--- config.mk ---
export PLATFORM = sky130hd
export DESIGN_NAME = ccs_clock_ctrl
export DESIGN_NICKNAME = d
export VERILOG_FILES = /design/src/ccs_pkg.sv /design/src/ccs_glitch_mux.sv /design/src/ccs_divider.sv /design/src/ccs_clock_ctrl.sv
export VERILOG_INCLUDE_DIRS = /design/src
export SDC_FILE = /design/constraint.sdc
export NUM_CORES = 1
export LEC_CHECK = 0
export ABC_AREA = 0
export BUFFER_PORTS_ARGS = -buffer_cell sky130_fd_sc_hd__buf_2
export CAP_MARGIN = 20
export CORE_MARGIN = 4
export CORE_UTILIZATION = 55
export CTS_CLUSTER_SIZE = 14
export DETAILED_ROUTE_END_ITERATION = 7
export PLACE_DENSITY = 0.8
export SLEW_MARGIN = 40
export SYNTH_ARGS = -nofsm -noshare
export SYNTH_HDL_FRONTEND = slang
export SYNTH_HIERARCHICAL = 1
export SYNTH_SLANG_ARGS = --single-unit
--- constraint.sdc ---
create_clock -name clk_i -period 4.8 [get_ports clk_i]
set_input_delay 0.96 -clock clk_i [delete_from_list [all_inputs] [get_ports clk_i]]
set_output_delay 0.96 -clock clk_i [all_outputs]
set_load 0.02 [all_outputs]
--- src/ccs_params.svh ---
// Constants for the CPU clock select and sleep timing block
`ifndef CCS_PARAMS_SVH
`define CCS_PARAMS_SVH
`define CCS_ADDR_CPU_CFG 9'h030
`define CCS_ADDR_IO_CFG 9'h032
`define CCS_ADDR_OSCILLATOR_CONTROL_0 9'h1e0
`define CCS_ADDR_MAIN_TRIM 9'h040
`define CCS_ADDR_SLOW_TRIM 9'h041
`define CCS_ADDR_SLOW_MODE 9'h042
`define CCS_ADDR_TIMER_SRC 9'h043
`define CCS_CPU_CFG_MASK 8'h01
`define CCS_IO_CFG_MASK 8'h1f
`define CCS_OSCILLATOR_CONTROL_0_MASK 8'h3f
`define CCS_SLOW_MODE_MASK 8'h01
`define CCS_TIMER_SRC_MASK 8'h0f
`define CCS_RST_BYTE 8'h00
`define CCS_TRIM_3V30_MAIN 8'h80
`define CCS_TRIM_3V30_SLOW 8'h80
`define CCS_BIT_CPU_SEL 0
`define CCS_BIT_NO_BUZZ 5
`define CCS_BIT_CRYSTAL_OSCILLATOR_SEL 4
`define CCS_BIT_CRYSTAL_OSCILLATOR_EN 3
`define CCS_BIT_FILT_DIS 2
`define CCS_SPEED_LSB 0
`define CCS_SLEEP_LSB 3
`define CCS_CLOCK_OUTPUT_PIN_LSB 0
`define CCS_FILT_LEN 3
`define CCS_DIV_W 8
`define CCS_SLEEP_CNT_W 6
`define CCS_DUTY_CNT_W 4
`define CCS_CLK_MAIN_HZ 40000000
`define CCS_DUTY_ON_CYC 4'h1
`define CCS_SLEEP_LIM_0 15'h003f
`define CCS_SLEEP_LIM_1 15'h01ff
`define CCS_SLEEP_LIM_2 15'h0fff
`define CCS_SLEEP_LIM_3 15'h7fff
`endif

--- src/ccs_pkg.sv ---
// Types for the CPU clock select and sleep timing block
package ccs_pkg;
  typedef logic [8:0] ccs_addr_t;
  typedef logic [7:0] ccs_byte_t;
  typedef enum logic [3:0] {
    CCS_SW_RUN = 4'b0001,
    CCS_SW_OFF = 4'b0010,
    CCS_SW_WAIT = 4'b0100,
    CCS_SW_ON = 4'b1000
  } ccs_sw_state_t;
endpackage

--- src/ccs_glitch_mux.sv ---
// Glitch-free two-input clock mux over sampled clock levels
`timescale 1ns/1ps
`include "ccs_params.svh"
module ccs_glitch_mux
  import ccs_pkg::*;
(
  // Clock and reset
  input wire logic clk_i,
  input wire logic srst_i,
  // Clock sources as levels
  input wire logic src0_i,
  input wire logic src1_i,
  input wire logic sel_i,
  // Selected clock
  output logic clk_o,
  output logic busy_o
);
  import ccs_pkg::*;
  ccs_sw_state_t state_q;
  logic sel_q;
  logic cur;
  logic nxt;

  assign cur = sel_q ? src1_i : src0_i;
  assign nxt = sel_i ? src1_i : src0_i;
  assign busy_o = (state_q != CCS_SW_RUN);

  // Switch only at low phases of both clocks
  always_ff @(posedge clk_i) begin
    if (srst_i) begin
      state_q <= CCS_SW_RUN;
      sel_q <= 1'b0;
    end else begin
      case (state_q)
        CCS_SW_RUN: if (sel_i != sel_q) state_q <= CCS_SW_OFF;
        CCS_SW_OFF: if (!cur) state_q <= CCS_SW_WAIT;
        CCS_SW_WAIT: if (!nxt) begin
          sel_q <= sel_i;
          state_q <= CCS_SW_ON;
        end
        CCS_SW_ON: state_q <= CCS_SW_RUN;
        default: state_q <= CCS_SW_RUN;
      endcase
    end
  end

  // Old clock runs out its high phase, new one starts from low
  always_ff @(posedge clk_i) begin
    if (srst_i) begin
      clk_o <= 1'b0;
    end else begin
      clk_o <= (state_q == CCS_SW_WAIT) ? 1'b0 : cur;
    end
  end
endmodule

--- src/ccs_divider.sv ---
// Programmable divide-by-2^k clock divider over a sampled clock level
`timescale 1ns/1ps
`include "ccs_params.svh"
module ccs_divider
  import ccs_pkg::*;
(
  // Clock and reset
  input wire logic clk_i,
  input wire logic srst_i,
  // Source level and divide exponent
  input wire logic src_i,
  input wire logic [2:0] exp_i,
  // Divided clock
  output logic clk_o
);
  import ccs_pkg::*;
  logic [`CCS_DIV_W-1:0] cnt_q;
  logic src_q;
  logic [2:0] exp_q;
  logic rise;

  assign rise = src_i & ~src_q;

  // Exponent is latched only at a full period boundary
  always_ff @(posedge clk_i) begin
    if (srst_i) begin
      cnt_q <= '0;
      src_q <= 1'b0;
      exp_q <= 3'h0;
      clk_o <= 1'b0;
    end else begin
      src_q <= src_i;
      if (rise) begin
        if (exp_q == 3'h0) begin
          clk_o <= 1'b1;
          exp_q <= exp_i;
        end else if (cnt_q == ((`CCS_DIV_W'(1) << (exp_q - 3'h1)) - 1'b1)) begin
          cnt_q <= '0;
          clk_o <= ~clk_o;
          if (clk_o) exp_q <= exp_i;
        end else begin
          cnt_q <= cnt_q + 1'b1;
        end
      end else if (!src_i && exp_q == 3'h0) begin
        clk_o <= 1'b0;
      end
    end
  end
endmodule

--- src/ccs_clock_ctrl.sv ---
// CPU clock select, speed divider, sleep timing and clock output control
//
// The plain strobed port was chosen for this implementation.
`timescale 1ns/1ps
`include "ccs_params.svh"
module ccs_clock_ctrl
  import ccs_pkg::*;
(
  // Clock and reset
  input wire logic clk_i,
  input wire logic srst_i,
  // Register port
  input wire ccs_pkg::ccs_addr_t addr_i,
  input wire ccs_pkg::ccs_byte_t wdata_i,
  input wire logic wr_i,
  input wire logic rd_i,
  output ccs_pkg::ccs_byte_t rdata_o,
  // Oscillator levels, sampled
  input wire logic main_osc_i,
  input wire logic slow_osc_i,
  input wire logic crystal_osc_i,
  input wire logic clock_input_pin_i,
  // Sleep state
  input wire logic sleep_i,
  input wire logic sleep_duty_tick_i,
  // Oscillator controls
  output logic [7:0] main_osc_trim_o,
  output logic [7:0] slow_osc_trim_o,
  output logic slow_osc_accurate_o,
  output logic crystal_enable_o,
  output logic gpio_shared_oe_n_o,
  // Clocks out
  output logic cpu_clock_o,
  output logic cpu_switch_busy_o,
  output logic clock_output_pin_o,
  output logic ext_clock_o,
  output logic interval_timer_clock_o,
  output logic capture_timer_clock_o,
  output logic slow_seq_clock_o,
  // Sleep timing
  output logic sleep_tick_o,
  output logic [1:0] sleep_sel_o,
  output logic detector_enable_o
);
  import ccs_pkg::*;

  ccs_byte_t cpu_cfg_q;
  ccs_byte_t io_cfg_q;
  ccs_byte_t oscillator_control_0_q;
  ccs_byte_t main_trim_q;
  ccs_byte_t slow_trim_q;
  ccs_byte_t slow_mode_q;
  ccs_byte_t timer_src_q;
  ccs_byte_t rdata_d;

  // Write strobe aimed at one register
  function automatic logic wr_hit(input logic wr, input ccs_addr_t a,
                                  input ccs_addr_t reg_a);
    wr_hit = wr && (a == reg_a);
  endfunction

  // Register writes, reserved bits masked off
  always_ff @(posedge clk_i) begin
    if (srst_i) cpu_cfg_q <= `CCS_RST_BYTE;
    else if (wr_hit(wr_i, addr_i, `CCS_ADDR_CPU_CFG))
      cpu_cfg_q <= wdata_i & `CCS_CPU_CFG_MASK;
  end

  always_ff @(posedge clk_i) begin
    if (srst_i) io_cfg_q <= `CCS_RST_BYTE;
    else if (wr_hit(wr_i, addr_i, `CCS_ADDR_IO_CFG))
      io_cfg_q <= wdata_i & `CCS_IO_CFG_MASK;
  end

  always_ff @(posedge clk_i) begin
    if (srst_i) oscillator_control_0_q <= `CCS_RST_BYTE;
    else if (wr_hit(wr_i, addr_i, `CCS_ADDR_OSCILLATOR_CONTROL_0))
      oscillator_control_0_q <= wdata_i & `CCS_OSCILLATOR_CONTROL_0_MASK;
  end

  always_ff @(posedge clk_i) begin
    if (srst_i) main_trim_q <= `CCS_TRIM_3V30_MAIN;
    else if (wr_hit(wr_i, addr_i, `CCS_ADDR_MAIN_TRIM))
      main_trim_q <= wdata_i;
  end

  always_ff @(posedge clk_i) begin
    if (srst_i) slow_trim_q <= `CCS_TRIM_3V30_SLOW;
    else if (wr_hit(wr_i, addr_i, `CCS_ADDR_SLOW_TRIM))
      slow_trim_q <= wdata_i;
  end

  always_ff @(posedge clk_i) begin
    if (srst_i) slow_mode_q <= `CCS_RST_BYTE;
    else if (wr_hit(wr_i, addr_i, `CCS_ADDR_SLOW_MODE))
      slow_mode_q <= wdata_i & `CCS_SLOW_MODE_MASK;
  end

  always_ff @(posedge clk_i) begin
    if (srst_i) timer_src_q <= `CCS_RST_BYTE;
    else if (wr_hit(wr_i, addr_i, `CCS_ADDR_TIMER_SRC))
      timer_src_q <= wdata_i & `CCS_TIMER_SRC_MASK;
  end

  // Read mux, unmapped reads zero
  always_comb begin
    case (addr_i)
      `CCS_ADDR_CPU_CFG: rdata_d = cpu_cfg_q;
      `CCS_ADDR_IO_CFG: rdata_d = io_cfg_q;
      `CCS_ADDR_OSCILLATOR_CONTROL_0: rdata_d = oscillator_control_0_q;
      `CCS_ADDR_MAIN_TRIM: rdata_d = main_trim_q;
      `CCS_ADDR_SLOW_TRIM: rdata_d = slow_trim_q;
      `CCS_ADDR_SLOW_MODE: rdata_d = slow_mode_q;
      `CCS_ADDR_TIMER_SRC: rdata_d = timer_src_q;
      default: rdata_d = `CCS_RST_BYTE;
    endcase
  end

  always_ff @(posedge clk_i) begin
    if (srst_i) rdata_o <= `CCS_RST_BYTE;
    else if (rd_i) rdata_o <= rdata_d;
    else rdata_o <= `CCS_RST_BYTE;
  end

  // Field decode
  logic crystal_oscillator_en;
  logic crystal_oscillator_sel;
  logic filt_dis;
  logic [1:0] clock_output_pin_sel;
  logic [2:0] speed;
  logic [1:0] sleep_sel;
  logic no_buzz;
  assign crystal_oscillator_en = io_cfg_q[`CCS_BIT_CRYSTAL_OSCILLATOR_EN];
  assign crystal_oscillator_sel = io_cfg_q[`CCS_BIT_CRYSTAL_OSCILLATOR_SEL];
  assign filt_dis = io_cfg_q[`CCS_BIT_FILT_DIS];
  assign clock_output_pin_sel = io_cfg_q[`CCS_CLOCK_OUTPUT_PIN_LSB +: 2];
  assign speed = oscillator_control_0_q[`CCS_SPEED_LSB +: 3];
  assign sleep_sel = oscillator_control_0_q[`CCS_SLEEP_LSB +: 2];
  assign no_buzz = oscillator_control_0_q[`CCS_BIT_NO_BUZZ];

  assign main_osc_trim_o = main_trim_q;
  assign slow_osc_trim_o = slow_trim_q;
  assign slow_osc_accurate_o = slow_mode_q[0];
  assign crystal_enable_o = crystal_oscillator_en;
  assign gpio_shared_oe_n_o = crystal_oscillator_en;
  assign sleep_sel_o = sleep_sel;

  // Divide exponent per speed code; reserved codes hold prior value
  function automatic logic [2:0] speed_exp(input logic [2:0] code,
                                           input logic [2:0] prev);
    case (code)
      3'h0: speed_exp = 3'h3;
      3'h1: speed_exp = 3'h2;
      3'h2: speed_exp = 3'h1;
      3'h4: speed_exp = 3'h4;
      3'h5: speed_exp = 3'h5;
      3'h6: speed_exp = 3'h7;
      default: speed_exp = prev;
    endcase
  endfunction

  // Transient filter: level must hold for the filter length
  logic raw_ext;
  logic [`CCS_FILT_LEN-1:0] filt_sh_q;
  logic filt_q;
  logic ext_clk;
  assign raw_ext = (crystal_oscillator_en && crystal_oscillator_sel) ? crystal_osc_i
                                         : clock_input_pin_i;

  always_ff @(posedge clk_i) begin
    if (srst_i) begin
      filt_sh_q <= '0;
      filt_q <= 1'b0;
    end else begin
      filt_sh_q <= {filt_sh_q[`CCS_FILT_LEN-2:0], raw_ext};
      if (&filt_sh_q) filt_q <= 1'b1;
      else if (~|filt_sh_q) filt_q <= 1'b0;
    end
  end
  assign ext_clk = filt_dis ? raw_ext : filt_q;
  assign ext_clock_o = ext_clk;

  // CPU source select then divider
  logic [2:0] exp_q;
  logic src_clk;
  logic div_clk;
  always_ff @(posedge clk_i) begin
    if (srst_i) exp_q <= 3'h3;
    else exp_q <= speed_exp(speed, exp_q);
  end

  ccs_glitch_mux u_mux (
    .clk_i(clk_i),
    .srst_i(srst_i),
    .src0_i(main_osc_i),
    .src1_i(ext_clk),
    .sel_i(cpu_cfg_q[`CCS_BIT_CPU_SEL]),
    .clk_o(src_clk),
    .busy_o(cpu_switch_busy_o)
  );

  ccs_divider u_div (
    .clk_i(clk_i),
    .srst_i(srst_i),
    .src_i(src_clk),
    .exp_i(exp_q),
    .clk_o(div_clk)
  );
  assign cpu_clock_o = div_clk;

  // Clock output pin source
  // Pad belongs to the crystal while it runs
  always_ff @(posedge clk_i) begin
    if (srst_i) clock_output_pin_o <= 1'b0;
    else if (crystal_oscillator_en) clock_output_pin_o <= 1'b0;
    else begin
      case (clock_output_pin_sel)
        2'h0: clock_output_pin_o <= main_osc_i;
        2'h1: clock_output_pin_o <= ext_clk;
        2'h2: clock_output_pin_o <= slow_osc_i;
        2'h3: clock_output_pin_o <= div_clk;
        default: clock_output_pin_o <= 1'b0;
      endcase
    end
  end

  // Timer clock sources, independent of CPU select
  function automatic logic timer_src(input logic [1:0] s, input logic m,
                                     input logic e, input logic l);
    case (s)
      2'h0: timer_src = m;
      2'h1: timer_src = e;
      2'h2: timer_src = l;
      default: timer_src = m;
    endcase
  endfunction
  assign interval_timer_clock_o =
    timer_src(timer_src_q[1:0], main_osc_i, ext_clk, slow_osc_i);
  assign capture_timer_clock_o =
    timer_src(timer_src_q[3:2], main_osc_i, ext_clk, slow_osc_i);
  assign slow_seq_clock_o = slow_osc_i;

  // Sleep tick from slow clock: 32768 / 2^(6 + 3k)
  logic slow_q;
  logic slow_rise;
  logic [14:0] sleep_cnt_q;
  logic [14:0] sleep_lim;
  always_comb begin
    case (sleep_sel)
      2'h0: sleep_lim = `CCS_SLEEP_LIM_0;
      2'h1: sleep_lim = `CCS_SLEEP_LIM_1;
      2'h2: sleep_lim = `CCS_SLEEP_LIM_2;
      default: sleep_lim = `CCS_SLEEP_LIM_3;
    endcase
  end
  assign slow_rise = slow_osc_i & ~slow_q;

  always_ff @(posedge clk_i) begin
    if (srst_i) begin
      slow_q <= 1'b0;
      sleep_cnt_q <= '0;
      sleep_tick_o <= 1'b0;
    end else begin
      slow_q <= slow_osc_i;
      sleep_tick_o <= 1'b0;
      if (slow_rise) begin
        if (sleep_cnt_q >= sleep_lim) begin
          sleep_cnt_q <= '0;
          sleep_tick_o <= 1'b1;
        end else sleep_cnt_q <= sleep_cnt_q + 1'b1;
      end
    end
  end

  // Detector duty: own tick source, not the sleep interval
  logic [`CCS_DUTY_CNT_W-1:0] duty_q;
  always_ff @(posedge clk_i) begin
    if (srst_i) duty_q <= '0;
    else if (sleep_duty_tick_i) duty_q <= `CCS_DUTY_ON_CYC;
    else if (duty_q != '0) duty_q <= duty_q - 1'b1;
  end
  assign detector_enable_o = !sleep_i || no_buzz || (duty_q != '0);
endmodule

==> reports/metrics.cfg, run 1 <==
[cts]
cts_tree = yes
path_clk_slew_ns = 0.09
cts-root-buf = clkbuf_8
clk_latency_ns = 0.35
cts_setup_buffers = 0
cts.sinks = 89
clock_path_buffers = 2
htreeDepth = 3
cts_buffers = 9
cts.hold.buffers_added = 0
cts_resized = 0

[yosys]
synth_mux_area_frac = 0.101
synthSimpleGateAreaFrac = 0.274
ys.flop_type = dfxtp_1
synth_commonest_cells = dfxtp_1, nor2_1, mux2i_1
synth-async-reset-ratio = 0
synth_cells = 521
synth_top_family_by_area = simple AND/OR/NAND/NOR gates
syn_area_um2 = 4630
synth_compound_area_frac = 0.116
synth_edf_count = 0
yosys.area.top_type = dfxtp_1
synth_adder_area_share = 0.0324
synth_seq_cells = 89
yosysWarnings = 6
synth_fp_nets = 560
yosysSeqAreaShare = 0.385
yosys-top-cells-area = dfxtp_1, mux2i_1, nor2_1
synth_top_area_share = 0.385
ys_types = 68
syn_area_per_cell_um2 = 8.89
synth_xor_area_frac = 0.0435
yosysMostFrequentCell = dfxtp_1

[sta]
period_minus_slack_ns = 3.13
grt_setup_unrepaired = false
relSlewSlack = 0.545
fmax_ghz = 0.320
setup_viol = 0
hold_violations = 0
skew_ns = 0.00930
final_max_slew_viol_count = 0
period_share = 0.651
tightest_slew_ns = 0.677
setup_tns_ns = 0

[grt]
grt_use_total = 0.219
antenna_found_initial = 0
grt_pass1_wl_um = 18000
overflow = 0
grt_max_degree = 39
grt_pass1_vias = 3891

[worst_hold_path]
holdPathStages = 2
whs_endpoint = filt_q$_SDFFE_PP0P_
min_path_type = register to register
hold_start = filt_sh_q[1]$_SDFF_PP0_

[critical_path]
cp-start-kind = register
worstRegToRegCells = 10
crit_arrival_ns = 3.35
crit_fanout = 13
worst-setup-path-type = register to register
worstPathRequired_ns = 5.03
reg2reg_to = u_div/exp_q[2]$_SDFFE_PP0P_
slowest_delay_ns = 0.63
crit_chain = inv_1 > or3_1 > ha_1 > or3b_1 > nand3_1 > a311o_1 > a21oi_1 > or4_4 > o311ai_0 > o21ai_1
end_kind = register
slowest_stage = or4_4
rr_startpoint = u_div/exp_q[1]$_SDFFE_PP0P_
regToRegSetupSlack_ns = 1.67

[routing]
wl_um = 10400
viasPerCell = 5.86
postRouteAntennaNets = 0
vias = 3997
dr.pass1.iters = 5
drt_iter0_markers = 253
wl_per_cell_um = 15.3
drc_errors = 0

[finish]
finalInstanceArea_um2 = 5190
diodes = 0
drive_gt1_frac = 0.191
finalNetCount = 611
fillers = 686
final_util = 0.632
area_growth_pct = 12.1
fin_cells = 682

[floorplanning]
io_pins = 65
die-area_um2 = 9950
die-width_um = 99.8
num_rows = 33
start_util = 0.564
dieHeight_um = 99.8
core-area_um2 = 8220

[placement]
place.gp.congestion = 0.853
placed_area_um2 = 4940
hpwl_um = 7560
portBuffers = 64
placed_cells = 666

[run]
maxCapViolations = 0

[pwr]
peakVddDrop_v = 0.000209
p_leak_nw = 2.22
power-per-cell-area_nw_per_um2 = 289

[run_status]
status = completed

[final cells by class]
class,instances,area [um^2],share of cell area
clock inverters,6,97.6,0.0188
inverters,17,63.8,0.0123
multi-input cells,388,2640,0.509
well taps,105,131,0.0253
repair buffers,67,338,0.0651
flip-flops and latches,89,1780,0.343
clock buffers,10,138,0.0265
[cells in the final DEF, fill, tap and decap left out, drive strengths merged, types with 8 or more instances in the layout]
master,n
xnor2,15
clkbuf,10
nand3,27
nor3,25
xor2,8
nor4,10
dfxtp,89
a21oi,18
nor2,58
inv,20
nand2,37
o21ai,20
mux2i,40
buf,67
and3,12
or3,9
ha,12
[per-layer routing]
metal	track usage	wire, um	vias up
met5	0	0	-
met4	0.0830	181	0
met3	0.0575	707	17
met2	0.353	4840	131
met1	0.280	4680	1867
li1	-	-	1982
[worst max-delay path, delay by kind of cell, from the launching register on]
kind / cells / cell delay (ns)
fa+ha+maj: 1 / 0.29
compound gates: 4 / 0.67
buf+inv: 1 / 0.10
flops: 1 / 0.53
simple gates: 4 / 1.42
[cells by family (layout without fill, tap and decap cells)]
| group | count (synthesis) | after routing |
|---|---|---|
| buf+inv | 44 | 100 |
| mux | 46 | 46 |
| simple gates | 227 | 227 |
| flops | 89 | 89 |
| xor+xnor | 23 | 23 |
| fa+ha+maj | 12 | 12 |
| compound gates | 80 | 80 |
[power by group]
part           total, mW  switching [mW]  internal, mW
clock              0.601           0.285         0.316
combinational      0.139          0.0837        0.0554
sequential         0.762          0.0131         0.749
[stage by stage]
| step | hold WS, ns | total power [mW] | worst slack [ns] |
|---|---|---|---|
| finish | 0.461 | 1.50 | 1.67 |
| CTS | 0.465 | 1.51 | 1.68 |
| detailed placement | 0.450 | 0.916 | 1.69 |
| floorplan | 0.427 | 0.880 | 1.50 |
| global route | 0.478 | 1.56 | 1.46 |
| global placement | 0.430 | 0.911 | 1.76 |
[state kept, by name (all words and copies together) (netlist names), 3 cells and up]
name,cells
u_mux/state_q,4
sleep_cnt_q,15
slow_osc_trim_o,8
exp_q,3
rdata_o,8
duty_q,4
filt_sh_q,3
u_div/exp_q,3
u_div/cnt_q,8
timer_src_q,4
oscillator_control_0_q,6
main_osc_trim_o,8
io_cfg_q,5
[how the worst max path moves through the flow]
| stage | from | to | cells past startpoint | slack [ns] |
|---|---|---|---|---|
| 2_1_floorplan | clock_input_pin_i | capture_timer_clock_o | 4 | 1.50 |
| 5_1_grt | u_div/exp_q[1]$_SDFFE_PP0P_ | u_div/exp_q[2]$_SDFFE_PP0P_ | 10 | 1.46 |
| 3_3_place_gp | clock_input_pin_i | interval_timer_clock_o | 6 | 1.76 |
| 3_5_place_dp | u_div/exp_q[1]$_SDFFE_PP0P_ | u_div/exp_q[2]$_SDFFE_PP0P_ | 10 | 1.69 |
| 6_report | u_div/exp_q[1]$_SDFFE_PP0P_ | u_div/exp_q[2]$_SDFFE_PP0P_ | 10 | 1.67 |
| 4_1_cts | u_div/exp_q[1]$_SDFFE_PP0P_ | u_div/exp_q[2]$_SDFFE_PP0P_ | 10 | 1.68 |
Note: power is estimated with default switching activity, not from simulation.
==> run 2: changes to the inputs <==
Clock period 4.8 ns to 3 ns, I/O delays scaled along.
==> run 2 against run 1 <==
Clock-buffer cell count decreased by 1; fmax is 11% higher; routed wire length fell by 0.17%; clock skew down 0.0017 ns; final area increased by 0.53%; via count up 0.83%; non-clock buffer count is 7 higher; register-to-register slack lost 1.5 ns; die area did not move; hold slack lost 0.0077 ns; total power up 55%; sequential power rose by 60%.
==> reports/metrics.cfg, run 2 (synthesis gave the netlist of run 1 again) <==
[critical_path]
crit_arrival_ns = 3.04  ; -0.31 ns
slowest_delay_ns = 0.63  ; about the same
worstPathRequired_ns = 3.23  ; -1.80 ns
end_kind = register
crit_chain = or3_1 > ha_1 > or3b_1 > nand3_1 > a311o_1 > a21oi_1 > or4_4 > o41ai_1 > a21oi_1
cp-start-kind = register
worst-setup-path-type = register to register
crit_top_cell = a21oi_1
crit_fanout = 13  ; unchanged
slowest_stage = or4_4

[finish]
multi_input_area_um2 = 2640  ; -0.19%
final_util = 0.635  ; +0.00335
finalInstanceArea_um2 = 5220  ; +0.53%
finalNetCount = 618  ; +1.1%
fillers = 707  ; +3.1%
drive_gt1_frac = 0.200  ; +0.00970
seq_area_um2 = 1780  ; about the same
area_growth_pct = 12.7
mostFrequentLayoutCell = dfxtp_1
largest-register = sleep_cnt_q
final_cell_mix = dfxtp_1, buf_2, nor2_1, mux2i_1, nand2_1
diodes = 0  ; unchanged
fin_cells = 689  ; +1.0%
largest_reg_flops = 15  ; unchanged

[floorplanning]
io_pins = 65  ; unchanged
die-width_um = 99.8  ; unchanged
start_util = 0.564  ; unchanged
dieHeight_um = 99.8  ; unchanged
num_rows = 33  ; unchanged
die-area_um2 = 9950  ; unchanged
core-area_um2 = 8220  ; unchanged

[routing]
drc_errors = 0  ; unchanged
vias = 4030  ; +0.83%
routed.top_layer = met4
wl_um = 10400  ; -0.17%
viasPerCell = 5.85  ; -0.20%
met2_length_um = 4770  ; -1.5%
postRouteAntennaNets = 0  ; unchanged
drt_iter0_markers = 209  ; -17%
wl_met1_um = 4830  ; +3.1%
wl_per_cell_um = 15.1  ; -1.2%
routed-wl-met3_um = 590  ; -17%
dr.pass1.iters = 5  ; unchanged

[cts]
htreeDepth = 3  ; unchanged
cts_setup_buffers = 0  ; unchanged
cts_tree = yes
clock_path_buffers = 2  ; unchanged
cts_buffers = 9  ; unchanged
cts-root-buf = clkbuf_8
clk_latency_ns = 0.35  ; about the same
cts.sinks = 89  ; unchanged
path_clk_slew_ns = 0.09  ; about the same

[pwr]
pwr-share-comb = 0.102  ; +0.009
seqPwrFrac = 0.524  ; +0.017
power-per-cell-area_nw_per_um2 = 445  ; +54%
intPower_mw = 1.70  ; +52%
peakVddDrop_v = 0.000280  ; +34%
p_sw_frac = 0.269  ; +0.0146
p_leak_nw = 2.24  ; +0.77%
p_total_mw = 2.32  ; +55%
pwr-share-clk = 0.374  ; -0.026
p_switching_mw = 0.624  ; +63%

[run_status]
status = completed

[grt]
antenna_found_initial = 0  ; unchanged
grt_max_degree = 35  ; -10%
grt_pass1_wl_um = 17700  ; -1.9%
grt_use_total = 0.216  ; -0.00291
grt_pass1_vias = 3826  ; -1.7%
overflow = 0  ; unchanged

[sta]
relSlewSlack = 0.545  ; -0.000773
tightest_slew_ns = 0.678  ; +0.00115 ns
grt_setup_unrepaired = false
holdWs_ns = 0.453  ; -0.00768 ns
hold_violations = 0  ; unchanged
fin_ws_ns = 0.185  ; -1.49 ns
final_max_slew_viol_count = 0  ; unchanged
setup_viol = 0  ; unchanged
fmax_ghz = 0.355  ; +11%
period_share = 0.938  ; +0.287
skew_ns = 0.00756  ; -0.00174 ns
period_minus_slack_ns = 2.81  ; -0.310 ns
setup_tns_ns = 0  ; unchanged

[placement]
portBuffers = 64  ; unchanged
hpwl_um = 7720  ; +2.2%
pre_cts_ws_ns = 0.0385  ; -1.65 ns
place.gp.congestion = 0.882  ; +3.4%
placed_area_um2 = 5000  ; +1.2%
placed_cells = 673  ; +1.1%

[run]
maxCapViolations = 0  ; unchanged

[worst_hold_path]
min_path_type = input port to register

## run 2: layout make-up
| type | instances | share of cell area |
|---|---|---|
| clock buffers | 9 | 0.0237 |
| clock inverters | 7 | 0.0163 |
| inverters | 17 | 0.0122 |
| multi-input cells | 388 | 0.505 |
| flip-flops and latches | 89 | 0.342 |
| well taps | 105 | 0.0252 |
| repair buffers | 74 | 0.0758 |
## run 2: power by group through the flow
stage          clock (mW)  combinational (mW)  sequential, mW
2_1_floorplan           0               0.168            1.24
3_5_place_dp            0               0.236            1.24
4_1_cts             0.884               0.237            1.22
3_3_place_gp            0               0.227            1.24
5_1_grt             0.937               0.263            1.22
6_report            0.869               0.238            1.22
## run 2: path summary, 6_finish.rpt
path | startpoint | to | slack [ns] | cells past startpoint
min | sleep_duty_tick_i | duty_q[1]$_SDFFE_PP0P_ | 0.45 | 2
min reg2reg | exp_q[0]$_SDFFE_PP1P_ | u_div/exp_q[0]$_SDFFE_PP0P_ | 0.47 | 2
max | u_div/exp_q[2]$_SDFFE_PP0P_ | u_div/clk_o$_SDFFE_PP0P_ | 0.19 | 9
max reg2reg | u_div/exp_q[2]$_SDFFE_PP0P_ | u_div/clk_o$_SDFFE_PP0P_ | 0.19 | 9
## run 2: worst max-delay path: cells and delay by family (launching register included)
family	cells	cell delay [ns]
adder cells (fa/ha/maj)	1	0.23
AND/OR/NAND/NOR	4	1.48
flip-flops	1	0.38
AO/OA/AOI/OAI	4	0.60
## run 2: repair_timing
| action | in CTS | in global routing |
|---|---|---|
| setup endpoints to repair | 0 | 4 |
| resized for setup | 0 | 2 |
| hold buffers | 0 | 0 |
## run 2: metal layers
| metal | global-route usage | vias to the layer above |
|---|---|---|
| met5 | 0 | - |
| met4 | 0.0746 | 0 |
| met3 | 0.0442 | 20 |
| met2 | 0.355 | 112 |
| met1 | 0.281 | 1896 |
| li1 | - | 2002 |
